`src/swpa_pkg.sv`:
```
// Shared constants and types for the secondary-word phase adjust block.
// Assumes a 200 MHz aclk and an AXI4-Lite master with 32-bit data.
package swpa_pkg;
  // ----------------------------------------------------------------
  // Register map
  // ----------------------------------------------------------------
  localparam logic [7:0] ADDR_PERIOD = 8'h00;
  localparam logic [7:0] ADDR_PHASE = 8'h04;
  localparam logic [7:0] ADDR_DAC = 8'h08;
  localparam logic [7:0] ADDR_STATUS = 8'h0C;
  localparam logic [15:0] PERIOD_RST = 16'h61A8;
  localparam logic [7:0] PHASE_RST = 8'h00;
  localparam logic [15:0] PERIOD_MIN = 16'h0004;
  localparam int STAT_ARMED_BIT = 16;
  localparam int STAT_SECPEND_BIT = 17;
  // ----------------------------------------------------------------
  // Serial word layout
  // ----------------------------------------------------------------
  localparam int WORD_W = 16;
  localparam int DAC_LSB = 2;
  localparam int SEL_HI_BIT = 15;
  localparam int SEL_LO_BIT = 14;
  localparam int BIT_ONE = 1;
  localparam int BIT_ZERO = 0;
  localparam logic [1:0] AXI_OKAY = 2'b00;
  localparam logic [1:0] AXI_SLVERR = 2'b10;
  // Decoded action of a secondary word
  typedef enum logic [1:0] {
    ADJ_NONE = 2'b00,
    ADJ_LATER = 2'b01,
    ADJ_EARLIER = 2'b10
  } swpa_adj_e;
  // Serial shifter states
  typedef enum logic [0:0] {
    SH_IDLE = 1'b0,
    SH_BUSY = 1'b1
  } swpa_sh_e;
  // Pins arriving from the DSP side
  typedef struct packed {
    logic sclk;
    logic frame_sync_n;
    logic din;
    logic prog_pin_hi;
    logic prog_pin_lo;
  } swpa_link_s;
endpackage : swpa_pkg

```
`src/swpa_top.sv`:
```
// Secondary-word decoder, one-shot sample phase shifter and serial port.
// Assumes link pins are asynchronous to aclk and slow enough to oversample.
//
// Notes on behaviour
// - Undecoded selector and pin combinations do nothing.
// - Each primary word: take DAC bits 15..2; every word sends ADC.
// - Selector 01: shift later, pins ignored.
// - Selector 10: shift earlier, pins ignored.
// - Negative phase value reverses shift direction.
// - Selector 11, pins 01: shift later.
// - Selector 11, pins 10: shift earlier.
// - Secondary frame pulse half period after fall.
//
// Our own choices: the address map and the AXI4-Lite register port.
`timescale 1ns/10ps
module swpa_top (
  // Clock and reset
  input wire logic aclk,
  input wire logic aresetn,
  // AXI4-Lite slave
  input wire logic [7:0] s_axi_awaddr,
  input wire logic s_axi_awvalid,
  output logic s_axi_awready,
  input wire logic [31:0] s_axi_wdata,
  input wire logic [3:0] s_axi_wstrb,
  input wire logic s_axi_wvalid,
  output logic s_axi_wready,
  output logic [1:0] s_axi_bresp,
  output logic s_axi_bvalid,
  input wire logic s_axi_bready,
  input wire logic [7:0] s_axi_araddr,
  input wire logic s_axi_arvalid,
  output logic s_axi_arready,
  output logic [31:0] s_axi_rdata,
  output logic [1:0] s_axi_rresp,
  output logic s_axi_rvalid,
  input wire logic s_axi_rready,
  // Link pins
  input wire swpa_pkg::swpa_link_s link_in,
  output logic dout,
  output logic sec_frame_pulse,
  // Converter side
  input wire logic [15:0] adc_sample,
  output logic sample_strobe,
  output logic [13:0] dac_data,
  output logic dac_valid
);
  import swpa_pkg::*;

  // ----------------------------------------------------------------
  // Input synchronisers
  // ----------------------------------------------------------------
  swpa_link_s meta_q;
  swpa_link_s sync_q;
  logic sclk_d;
  logic fs_d;
  // Two flops on every pin; only sync_q is looked at
  always_ff @(posedge aclk) begin
    if (!aresetn) begin
      meta_q <= '1;
      sync_q <= '1;
      sclk_d <= 1'b1;
      fs_d <= 1'b1;
    end else begin
      meta_q <= link_in;
      sync_q <= meta_q;
      sclk_d <= sync_q.sclk;
      fs_d <= sync_q.frame_sync_n;
    end
  end
  wire sclk_rise = sync_q.sclk & ~sclk_d;
  wire sclk_fall = ~sync_q.sclk & sclk_d;
  wire fs_fall = ~sync_q.frame_sync_n & fs_d;
  wire fs_rise = sync_q.frame_sync_n & ~fs_d;

  // ----------------------------------------------------------------
  // Registers over AXI4-Lite
  // ----------------------------------------------------------------
  logic [15:0] period;
  logic signed [7:0] phase;
  logic aw_held;
  logic w_held;
  logic [7:0] aw_addr;
  logic [31:0] w_data;
  logic [3:0] w_strb;
  logic [15:0] sec_word;
  logic adj_armed;
  logic sec_pending;
  assign s_axi_awready = ~aw_held & ~s_axi_bvalid;
  assign s_axi_wready = ~w_held & ~s_axi_bvalid;
  assign s_axi_arready = ~s_axi_rvalid;
  // Address and data latch separately, either may come first
  always_ff @(posedge aclk) begin
    if (!aresetn) begin
      aw_held <= 1'b0;
      w_held <= 1'b0;
      aw_addr <= 8'h00;
      w_data <= 32'h0000_0000;
      w_strb <= 4'h0;
      s_axi_bvalid <= 1'b0;
      s_axi_bresp <= AXI_OKAY;
      period <= PERIOD_RST;
      phase <= PHASE_RST;
    end else begin
      if (s_axi_awvalid && s_axi_awready) begin
        aw_held <= 1'b1;
        aw_addr <= s_axi_awaddr;
      end
      if (s_axi_wvalid && s_axi_wready) begin
        w_held <= 1'b1;
        w_data <= s_axi_wdata;
        w_strb <= s_axi_wstrb; // Strobes are only valid with wvalid
      end
      if (aw_held && w_held) begin
        aw_held <= 1'b0;
        w_held <= 1'b0;
        s_axi_bvalid <= 1'b1;
        s_axi_bresp <= AXI_OKAY;
        // Too short a period would break the half-period pulse
        if (aw_addr == ADDR_PERIOD && w_strb[0] && w_strb[1]) begin
          period <= (w_data[15:0] < PERIOD_MIN) ? PERIOD_MIN : w_data[15:0];
        end else if (aw_addr == ADDR_PHASE) begin
          if (w_strb[0]) phase <= w_data[7:0];
        end else if (aw_addr != ADDR_DAC && aw_addr != ADDR_STATUS) begin
          s_axi_bresp <= AXI_SLVERR;
        end
      end else if (s_axi_bvalid && s_axi_bready) begin
        s_axi_bvalid <= 1'b0;
      end
    end
  end
  // Read side answers one cycle after the address is taken
  always_ff @(posedge aclk) begin
    if (!aresetn) begin
      s_axi_rvalid <= 1'b0;
      s_axi_rdata <= 32'h0000_0000;
      s_axi_rresp <= AXI_OKAY;
    end else if (s_axi_arvalid && s_axi_arready) begin
      s_axi_rvalid <= 1'b1;
      s_axi_rresp <= AXI_OKAY;
      unique case (s_axi_araddr)
        ADDR_PERIOD: s_axi_rdata <= {16'h0000, period};
        ADDR_PHASE: s_axi_rdata <= {24'h000000, phase};
        ADDR_DAC: s_axi_rdata <= {18'h00000, dac_data};
        ADDR_STATUS: s_axi_rdata <= {14'h0000, sec_pending, adj_armed, sec_word};
        default: begin
          s_axi_rdata <= 32'h0000_0000;
          s_axi_rresp <= AXI_SLVERR;
        end
      endcase
    end else if (s_axi_rvalid && s_axi_rready) begin
      s_axi_rvalid <= 1'b0;
    end
  end

  // ----------------------------------------------------------------
  // Serial word shifter
  // ----------------------------------------------------------------
  swpa_sh_e sh_state;
  logic [4:0] bit_cnt;
  logic [15:0] rx_sr;
  logic [15:0] tx_sr;
  logic [15:0] adc_hold;
  logic word_done;
  logic is_secondary;
  // Word opens on frame-sync fall, bits taken on sclk fall
  always_ff @(posedge aclk) begin
    if (!aresetn) begin
      sh_state <= SH_IDLE;
      bit_cnt <= 5'd0;
      rx_sr <= 16'h0000;
      tx_sr <= 16'h0000;
      dout <= 1'b0;
      word_done <= 1'b0;
      is_secondary <= 1'b0;
    end else begin
      word_done <= 1'b0;
      unique case (sh_state)
        SH_IDLE: if (fs_fall) begin
          sh_state <= SH_BUSY;
          bit_cnt <= 5'd0;
          is_secondary <= sec_pending;
          tx_sr <= {adc_hold[14:0], 1'b0};
          dout <= adc_hold[15];
        end
        SH_BUSY: begin
          if (sclk_fall) begin
            rx_sr <= {rx_sr[14:0], sync_q.din};
            bit_cnt <= bit_cnt + 5'd1;
            if (bit_cnt == 5'(WORD_W - 1)) begin
              sh_state <= SH_IDLE;
              word_done <= 1'b1;
            end
          end
          // Data changes on the rising edge, clear of the capture edge
          if (sclk_rise && bit_cnt != 5'd0) begin
            dout <= tx_sr[15];
            tx_sr <= {tx_sr[14:0], 1'b0};
          end
        end
      endcase
    end
  end
  wire [15:0] rx_word = rx_sr;
  // DAC bits out of every primary word, low two bits are control
  always_ff @(posedge aclk) begin
    if (!aresetn) begin
      dac_data <= 14'h0000;
      dac_valid <= 1'b0;
    end else begin
      dac_valid <= word_done & ~is_secondary;
      if (word_done && !is_secondary) dac_data <= rx_word[15:DAC_LSB];
    end
  end

  // ----------------------------------------------------------------
  // Secondary word decode
  // ----------------------------------------------------------------
  swpa_adj_e dec;
  logic [1:0] sel;
  logic [1:0] pins;
  assign sel = {rx_word[SEL_HI_BIT], rx_word[SEL_LO_BIT]};
  assign pins = {sync_q.prog_pin_hi, sync_q.prog_pin_lo};
  always_comb begin
    dec = ADJ_NONE;
    unique case (sel)
      2'b00: dec = ADJ_NONE;
      2'b01: dec = ADJ_LATER;
      2'b10: dec = ADJ_EARLIER;
      2'b11: begin
        if (pins == 2'b01) dec = ADJ_LATER;
        else if (pins == 2'b10) dec = ADJ_EARLIER;
      end
    endcase
  end
  swpa_adj_e pend_adj;
  logic signed [17:0] adj_shift;
  logic adj_used;
  logic [15:0] half_cnt;
  // Pending request waits for frame-sync rise, then arms one reload
  always_ff @(posedge aclk) begin
    if (!aresetn) begin
      sec_word <= 16'h0000;
      pend_adj <= ADJ_NONE;
      adj_armed <= 1'b0;
      adj_shift <= 18'sd0;
    end else begin
      if (word_done && is_secondary) begin
        sec_word <= rx_word;
        pend_adj <= dec;
      end else if (fs_rise && pend_adj != ADJ_NONE) begin
        pend_adj <= ADJ_NONE;
        adj_armed <= 1'b1;
        // Signed phase: a negative value turns the direction round
        adj_shift <= (pend_adj == ADJ_LATER) ? 18'(phase) : -18'(phase);
      end else if (adj_used) begin
        adj_armed <= 1'b0;
      end
    end
  end
  // Secondary frame pulse half a period after the primary falls
  always_ff @(posedge aclk) begin
    if (!aresetn) begin
      sec_pending <= 1'b0;
      half_cnt <= 16'h0000;
      sec_frame_pulse <= 1'b0;
    end else begin
      sec_frame_pulse <= 1'b0;
      if (word_done && !is_secondary) begin
        sec_pending <= rx_word[BIT_ONE] & rx_word[BIT_ZERO];
      end else if (word_done) begin
        sec_pending <= 1'b0;
      end
      if (fs_fall && !sec_pending) begin
        half_cnt <= {1'b0, period[15:1]} - 16'd2;
      end else if (half_cnt != 16'h0000) begin
        half_cnt <= half_cnt - 16'd1;
        // Fires only if this frame's word asked for it
        if (half_cnt == 16'h0001 && sec_pending) sec_frame_pulse <= 1'b1;
      end
    end
  end

  // ----------------------------------------------------------------
  // Sampling timebase
  // ----------------------------------------------------------------
  logic [17:0] smp_cnt;
  logic signed [18:0] reload;
  always_comb begin
    reload = signed'({3'b000, period}) - 19'sd1;
    if (adj_armed) reload = reload + 19'(adj_shift);
    if (reload < 19'sd1) reload = 19'sd1;
  end
  // Counter reloads with the shift applied to one period only
  always_ff @(posedge aclk) begin
    if (!aresetn) begin
      smp_cnt <= 18'd0;
      sample_strobe <= 1'b0;
      adc_hold <= 16'h0000;
      adj_used <= 1'b0;
    end else begin
      sample_strobe <= (smp_cnt == 18'd0);
      // Arming on the reload cycle itself must not be lost
      adj_used <= (smp_cnt == 18'd0) && adj_armed;
      if (smp_cnt == 18'd0) begin
        smp_cnt <= reload[17:0];
        adc_hold <= adc_sample;
      end else begin
        smp_cnt <= smp_cnt - 18'd1;
      end
    end
  end
endmodule : swpa_top

```
`config.mk`:
```
export PLATFORM = sky130hd
export DESIGN_NAME = swpa_top
export DESIGN_NICKNAME = d
export VERILOG_FILES = /design/src/swpa_pkg.sv /design/src/swpa_top.sv
export SDC_FILE = /design/constraint.sdc
export NUM_CORES = 1
export LEC_CHECK = 0
export BUFFER_PORTS_ARGS = -buffer_cell sky130_fd_sc_hd__buf_4
export CORE_AREA = 2 2 139 155
export DETAILED_ROUTE_END_ITERATION = 8
export DIE_AREA = 0 0 141 157
export GPL_TIMING_DRIVEN = 0
export PLACE_DENSITY_LB_ADDON = 0.2
export SLEW_MARGIN = 20
export SYNTH_ARGS = -nofsm -noshare
export SYNTH_HDL_FRONTEND = slang
export SYNTH_SLANG_ARGS = --single-unit
```
`constraint.sdc`:
```
create_clock -name aclk -period 4.8 [get_ports aclk]
set_input_delay 0.24 -clock aclk [delete_from_list [all_inputs] [get_ports aclk]]
set_output_delay 0.24 -clock aclk [all_outputs]
set_load 0.03 [all_outputs]
```
==> out/summary.txt, run 1 <==
Ys Warns -> 0
Clock latency at the later pin of the worst-skew pair -> 0.52 ns
Clk_skew -> 0.0227 ns
Arrival time worst endpoint -> 4.97 ns
Die area -> 22100 µm²
Via count -> 10500
Global-route wire length before repair -> 51300 µm
RSZ-0062 raised after global routing -> false
Share of cells above drive strength 1 -> 11.9%
Total track usage -> 28.6%
Root Buffer -> clkbuf_16
FILL cells -> 1713
Final setup fails -> 0
CP max stage cell -> nor4_2
Cell chain of the critical path -> clkbuf_1 > nor4_2 > and3_1 > nand2_1 > xnor2_1 > ha_1 > clkbuf_1 > a21oi_1 > nand2_1 > o41ai_4 > xnor2_1 > mux2_4 > a211o_1 > or4b_1 > o21ai_1
CP required -> 5.25 ns
Seq/Total Area, Yosys -> 41.8%
Fin Hold WS -> 0.00455 ns
Status -> completed
Slew Viols, Final -> 0
Vias per cell -> 5.75
Sequential share of power -> 42.7%
Commonest non-fill, non-tap cell in the layout -> nand2_1
Synthesized cell area -> 11100 µm²
Post-DP HPWL -> 22800 µm
Synth async-reset ratio -> 0%
Switching Fraction -> 30.2%
GPL Wtd Cong -> 0.952
Remaining global-route overflow -> 0
H-tree levels -> 1
Worst path bufs/invs -> 2
Slew headroom -> 43.1%
#FFs+latches synth -> 232
Worst Reg2Reg Path Length in Cells -> 15
DRC viols -> 0
Clock power share -> 35.6%
Die Y -> 157 µm
Hold crit path type -> input port to flop
Detailed Routing Iterations Pass 1 -> 5
P_leak -> 0.00532 µW
CTS sink cnt -> 232
Final wirelength -> 31800 µm
Io pins -> 139
Worst-path clk slew -> 0.07 ns
Crit share post-route -> 94.1%
Comb pwr share -> 21.7%
Post-synth cell types -> 66
Core box area -> 20400 µm²
Setup crit start kind -> flop
Multi-input gate area -> 6010 µm²
Reg2Reg Capture Point -> smp_cnt[0]
Most frequent cells in the layout -> nand2_1, dfxtp_1, nor2_1, a21oi_1, buf_4
Maximum operating frequency -> 222 MHz
Setup TNS -> 0 ns
Pwr Density -> 393 nW/µm²
Synthesis-to-layout area growth -> 21.3%
# Max-Cap Violations -> 0
Vias in the first global route -> 10000
Clock buffer depth -> 3
RR Startpoint -> period[4]
Worst Hold Depth -> 3
Num rows -> 55
CTS tree -> done
Worst Hold End -> w_data[2]
Sw Pwr -> 1600 µW
Crit path kind -> flop to flop
FF+latch area -> 4640 µm²
Antenna diodes -> 0
Number of buffers created by CTS -> 24
Critical Path Max Stage Delay -> 0.60 ns
Count of flip-flops with a built-in enable after synthesis -> 0
Pin count of the biggest net entering global routing -> 15
Cell family with most CP delay -> simple AND/OR/NAND/NOR gates
Gate count of the mapped netlist -> 1367
Initial antenna violation count -> 0
IO Port Bufs -> 102
Synth Flop Type -> dfxtp_1
Starting DRT DRC Count -> 798
Worst slew pin tran -> 0.853 ns
Worst Hold Launch -> s_axi_wdata[2]
Pint -> 3690 µW
Hold Fails Final Rpt -> 0
Wire per inst -> 17.4 µm
Post-layout min period -> 4.51 ns
Syn avg cell area -> 8.14 µm²
Peak VDD IR -> 0.000299 V
Post-route ant nets -> 0
Worst reg-to-reg setup slack -> 0.29 ns
Crit Path Max Fanout -> 9
Critical Path End Type -> flop
Initial Utilization -> 54.4%
Fin nets -> 1663
DIE WIDTH -> 141 µm
## tightest hold or removal path: cells and delay by family
kind                   cells  cell delay, ns
and+or+nand+nor            1            0.06
buffers and inverters      1            0.11
AOI/OAI and AO/OA          1            0.05
## cells by family (layout without fill, tap and decap cells)
group,count (synthesis),count (layout),share of synthesized area [%]
compound gates,298,298,16.5
xor+xnor,66,66,5.20
fa+ha+maj,33,33,3.78
buf+inv,124,310,4.81
flops,232,232,41.8
mux,54,54,5.87
other cells,1,16,0.0337
simple gates,559,559,22.1
## metrics by stage
stage | total power (µW) | utilization [%] | area [µm²] | instances | setup slack [ns]
after CTS | 5300 | 66.0 | 13500 | 1825 | 0.311
after global routing | 5560 | 66.0 | 13500 | 1824 | 0.0308
after detailed placement | 3400 | 60.0 | 12300 | 1740 | 0.316
after floorplan | 3110 | - | 11200 | 1382 | 1.03
final | 5290 | 66.0 | 13500 | 1824 | 0.285
after global placement | 3370 | 60.0 | 12300 | 1740 | 0.380
## synth_stat cells (3+ instances only)
library cell | n | share of area [%]
nand4_1 | 7 | 0.39
o21bai_1 | 3 | 0.20
clkbuf_1 | 75 | 2.5
nor3_1 | 33 | 1.5
a22oi_1 | 18 | 1.2
or4_1 | 4 | 0.27
buf_4 | 16 | 1.1
nor4_1 | 16 | 0.90
o21ai_0 | 24 | 1.1
a211oi_1 | 40 | 2.7
inv_1 | 26 | 0.88
nand2_1 | 254 | 8.6
nand2b_1 | 27 | 1.5
or3_1 | 8 | 0.45
nand3_1 | 17 | 0.76
a311oi_1 | 3 | 0.24
dfxtp_1 | 232 | 42
o31ai_1 | 8 | 0.54
xor2_1 | 41 | 3.2
nor2b_1 | 5 | 0.28
xnor2_1 | 25 | 2.0
mux2_2 | 6 | 0.61
nand3b_1 | 4 | 0.27
nor2_1 | 156 | 5.3
a31oi_1 | 9 | 0.51
and3_1 | 9 | 0.51
ha_1 | 32 | 3.6
and2_1 | 6 | 0.34
mux4_2 | 8 | 1.6
a21o_1 | 3 | 0.20
o21a_1 | 7 | 0.47
a22o_1 | 6 | 0.47
o211ai_1 | 5 | 0.34
mux2i_1 | 39 | 3.5
buf_1 | 3 | 0.10
a21oi_1 | 154 | 6.9
## state kept, by name (all words and copies together), names as in the netlist, 14 cells and up
| name | flops |
|---|---|
| period | 16 |
| adc_hold | 16 |
| tx_sr | 15 |
| half_cnt | 16 |
| sec_word | 16 |
| smp_cnt | 18 |
| w_data | 16 |
| adj_shift | 18 |
| s_axi_rdata | 18 |
| rx_sr | 16 |
| dac_data | 14 |
## final cells by class
| class | instances | area share (%) |
|---|---|---|
| Timing Repair Buffer | 143 | 8.72 |
| Sequential cell | 232 | 34.4 |
| Inverter | 27 | 0.751 |
| Clock inverter | 12 | 0.946 |
| Buffer | 96 | 3.19 |
| Tap cell | 256 | 2.37 |
| Multi-Input combinational cell | 1026 | 44.5 |
| Clock buffer | 32 | 5.05 |
## how the worst max path moves through the flow
| stage | start | to | slack, ns | cells after the start |
|---|---|---|---|---|
| after floorplan | period[2] | smp_cnt[0] | 1.03 | 17 |
| after global placement | period[2] | smp_cnt[0] | 0.38 | 17 |
| after detailed placement | period[2] | smp_cnt[0] | 0.32 | 17 |
| after CTS | period[2] | smp_cnt[0] | 0.31 | 17 |
| after global routing | period[4] | smp_cnt[0] | 0.03 | 15 |
| final | period[4] | smp_cnt[0] | 0.29 | 15 |
## repair_timing
action | 4_1_cts | 5_1_grt
hold buffers | 41 | 0
endpoints found under the hold margin | 41 | 0
resized for setup | 0 | 1
endpoints found under the setup margin | 0 | 5
buffers inserted | 0 | 0
## metal layers
metal / wire length (µm) / track usage (%) / share of wire (%) / vias up
met2: 15400 / 49.9 / 48 / 405
met4: 1050 / 9.95 / 3.3 / 0
met5: 0 / 0 / 0 / -
li1: - / - / - / 5068
met3: 1970 / 3.65 / 6.2 / 67
met1: 13400 / 36.6 / 42 / 4952
## power by group through the flow
stage	Combinational [µW]	Sequential [µW]	Clock, µW
2_1_floorplan	841	2270	0
3_3_place_gp	1080	2290	0
3_5_place_dp	1100	2300	0
4_1_cts	1140	2260	1900
5_1_grt	1290	2290	1990
6_report	1150	2260	1890
No activity file was read; power rests on OpenSTA's default activity.
==> run 2, diff against run 1 <==
Settings changed: RECOVER_POWER set to 50.
==> out/summary.txt, run 2 (synthesized netlist as in run 1, its figures left out) <==
Status -> completed
Initial Utilization -> 54.4%
Critical Path End Type -> flop
Fin Hold WS -> 0.00314 ns
Crit share post-route -> 94.9%
Total power -> 5290 µW
Slew headroom -> 41.6%
Worst Setup Slack, final -> 0.243 ns
FILL cells -> 1762
Clk_skew -> 0.0205 ns
Vias per cell -> 5.75
Detailed Routing Iterations Pass 1 -> 5
Maximum operating frequency -> 219 MHz
Pre-CTS setup slack -> 0.316 ns
Post-layout min period -> 4.56 ns
Root Buffer -> clkbuf_16
Commonest non-fill, non-tap cell in the layout -> nand2_1
Via count -> 10500
Starting DRT DRC Count -> 765
Worst-path clk slew -> 0.06 ns
Fin nets -> 1663
Crit path kind -> flop to flop
Setup TNS -> 0 ns
Peak VDD IR -> 0.000300 V
Design area -> 13300 µm²
RSZ-0062 raised after global routing -> false
Slew Viols, Final -> 0
CP required -> 5.25 ns
Post-DP HPWL -> 22800 µm
Initial antenna violation count -> 0
# Max-Cap Violations -> 0
CTS sink cnt -> 232
Synthesis-to-layout area growth -> 19.8%
Setup crit start kind -> flop
Global-route wire length before repair -> 51300 µm
Die Y -> 157 µm
CTS tree -> done
Final wirelength -> 31700 µm
Number of post-CTS setup repair buffers -> 0
Cell area after placement -> 12300 µm²
DRC viols -> 0
Total track usage -> 28.6%
Vias in the first global route -> 10000
Worst reg-to-reg setup slack -> 0.24 ns
Wire per inst -> 17.4 µm
Post-route ant nets -> 0
Clock buffer depth -> 3
Pin count of the biggest net entering global routing -> 15
Num rows -> 55
Arrival time worst endpoint -> 5.01 ns
Core box area -> 20400 µm²
Largest regs -> adj_shift: 18 flops, s_axi_rdata: 18 flops, smp_cnt: 18 flops
Die area -> 22100 µm²
DIE WIDTH -> 141 µm
Remaining global-route overflow -> 0
Antenna diodes -> 0
Most frequent cells in the layout -> nand2_1, dfxtp_1, nor2_1, a21oi_1, clkbuf_1
Share of cells above drive strength 1 -> 9.12%
Crit Path Max Fanout -> 9
GPL Wtd Cong -> 0.952
P_leak -> 0.00514 µW
Pwr Density -> 397 nW/µm²
Final setup fails -> 0
IO Port Bufs -> 102
Number of buffers created by CTS -> 24
Hold Fails Final Rpt -> 0
Hold crit path type -> input port to flop
Io pins -> 139
H-tree levels -> 1
Worst slew pin tran -> 0.877 ns
Clock latency at the later pin of the worst-skew pair -> 0.52 ns
## run 2: changes by cell type in the layout (fill, tap and decap cells not counted)
cell      change
and2_1        -3
buf_1         -1
clkbuf_1     +44
and2_0        +3
clkbuf_4      +2
buf_4        -45
## run 2: cell type report
| cell class | count | area (µm²) | area share, % |
|---|---|---|---|
| clock inverter | 12 | 128 | 0.958 |
| clock buffer | 32 | 681 | 5.11 |
| timing repair buffer | 143 | 1010 | 7.61 |
| tap | 256 | 320 | 2.40 |
| sequential | 232 | 4640 | 34.9 |
| multi-input combinational | 1026 | 6010 | 45.1 |
| buffer | 96 | 430 | 3.23 |
| inverter | 27 | 101 | 0.761 |
## run 2: routing by layer
layer | global-route usage, % | part of all wire (%) | wire length, µm | vias up
met3 | 3.65 | 6.6 | 2090 | 63
met4 | 9.95 | 3.0 | 941 | 0
met5 | 0 | 0 | 0 | -
li1 | - | - | - | 5069
met2 | 49.9 | 49 | 15500 | 403
met1 | 36.6 | 42 | 13200 | 4962
## run 2: through the flow
stage | instances | utilization [%]
detailed placement | 1740 | 60.0
floorplan | 1382 | -
global placement | 1740 | 60.0
CTS | 1825 | 66.0
global route | 1824 | 65.2
finish | 1824 | 65.2
## run 2: repair_timing
| item | in CTS | in global routing |
|---|---|---|
| hold endpoints to repair | 41 | 0 |
| endpoints found under the setup margin | 0 | 5 |
| resized for setup | 0 | 1 |
| hold buffers | 41 | 0 |
## run 2: power breakdown
part | switching (µW) | internal [µW]
combinational | 671 | 468
clock | 777 | 1110
sequential | 152 | 2110
total | 1600 | 3690
## run 2: final timing paths
path / start / endpoint / depth (start not counted)
worst min register to register: meta_q[4] / sync_q[4] / 1
worst max register to register: period[4] / smp_cnt[0] / 15
worst min-delay path: s_axi_wdata[2] / w_data[2] / 3
worst max-delay path: period[4] / smp_cnt[0] / 15
## run 2: critical path, stage by stage (launching register included)
cell	delay [ns]
dfxtp_1	0.29
clkbuf_1	0.28
nor4_2	0.61
and3_1	0.30
nand2_1	0.08
xnor2_1	0.28
ha_1	0.28
clkbuf_1	0.19
a21oi_1	0.27
nand2_1	0.14
o41ai_4	0.44
xnor2_1	0.12
mux2_4	0.29
a211o_1	0.28
or4b_1	0.51
o21ai_1	0.14
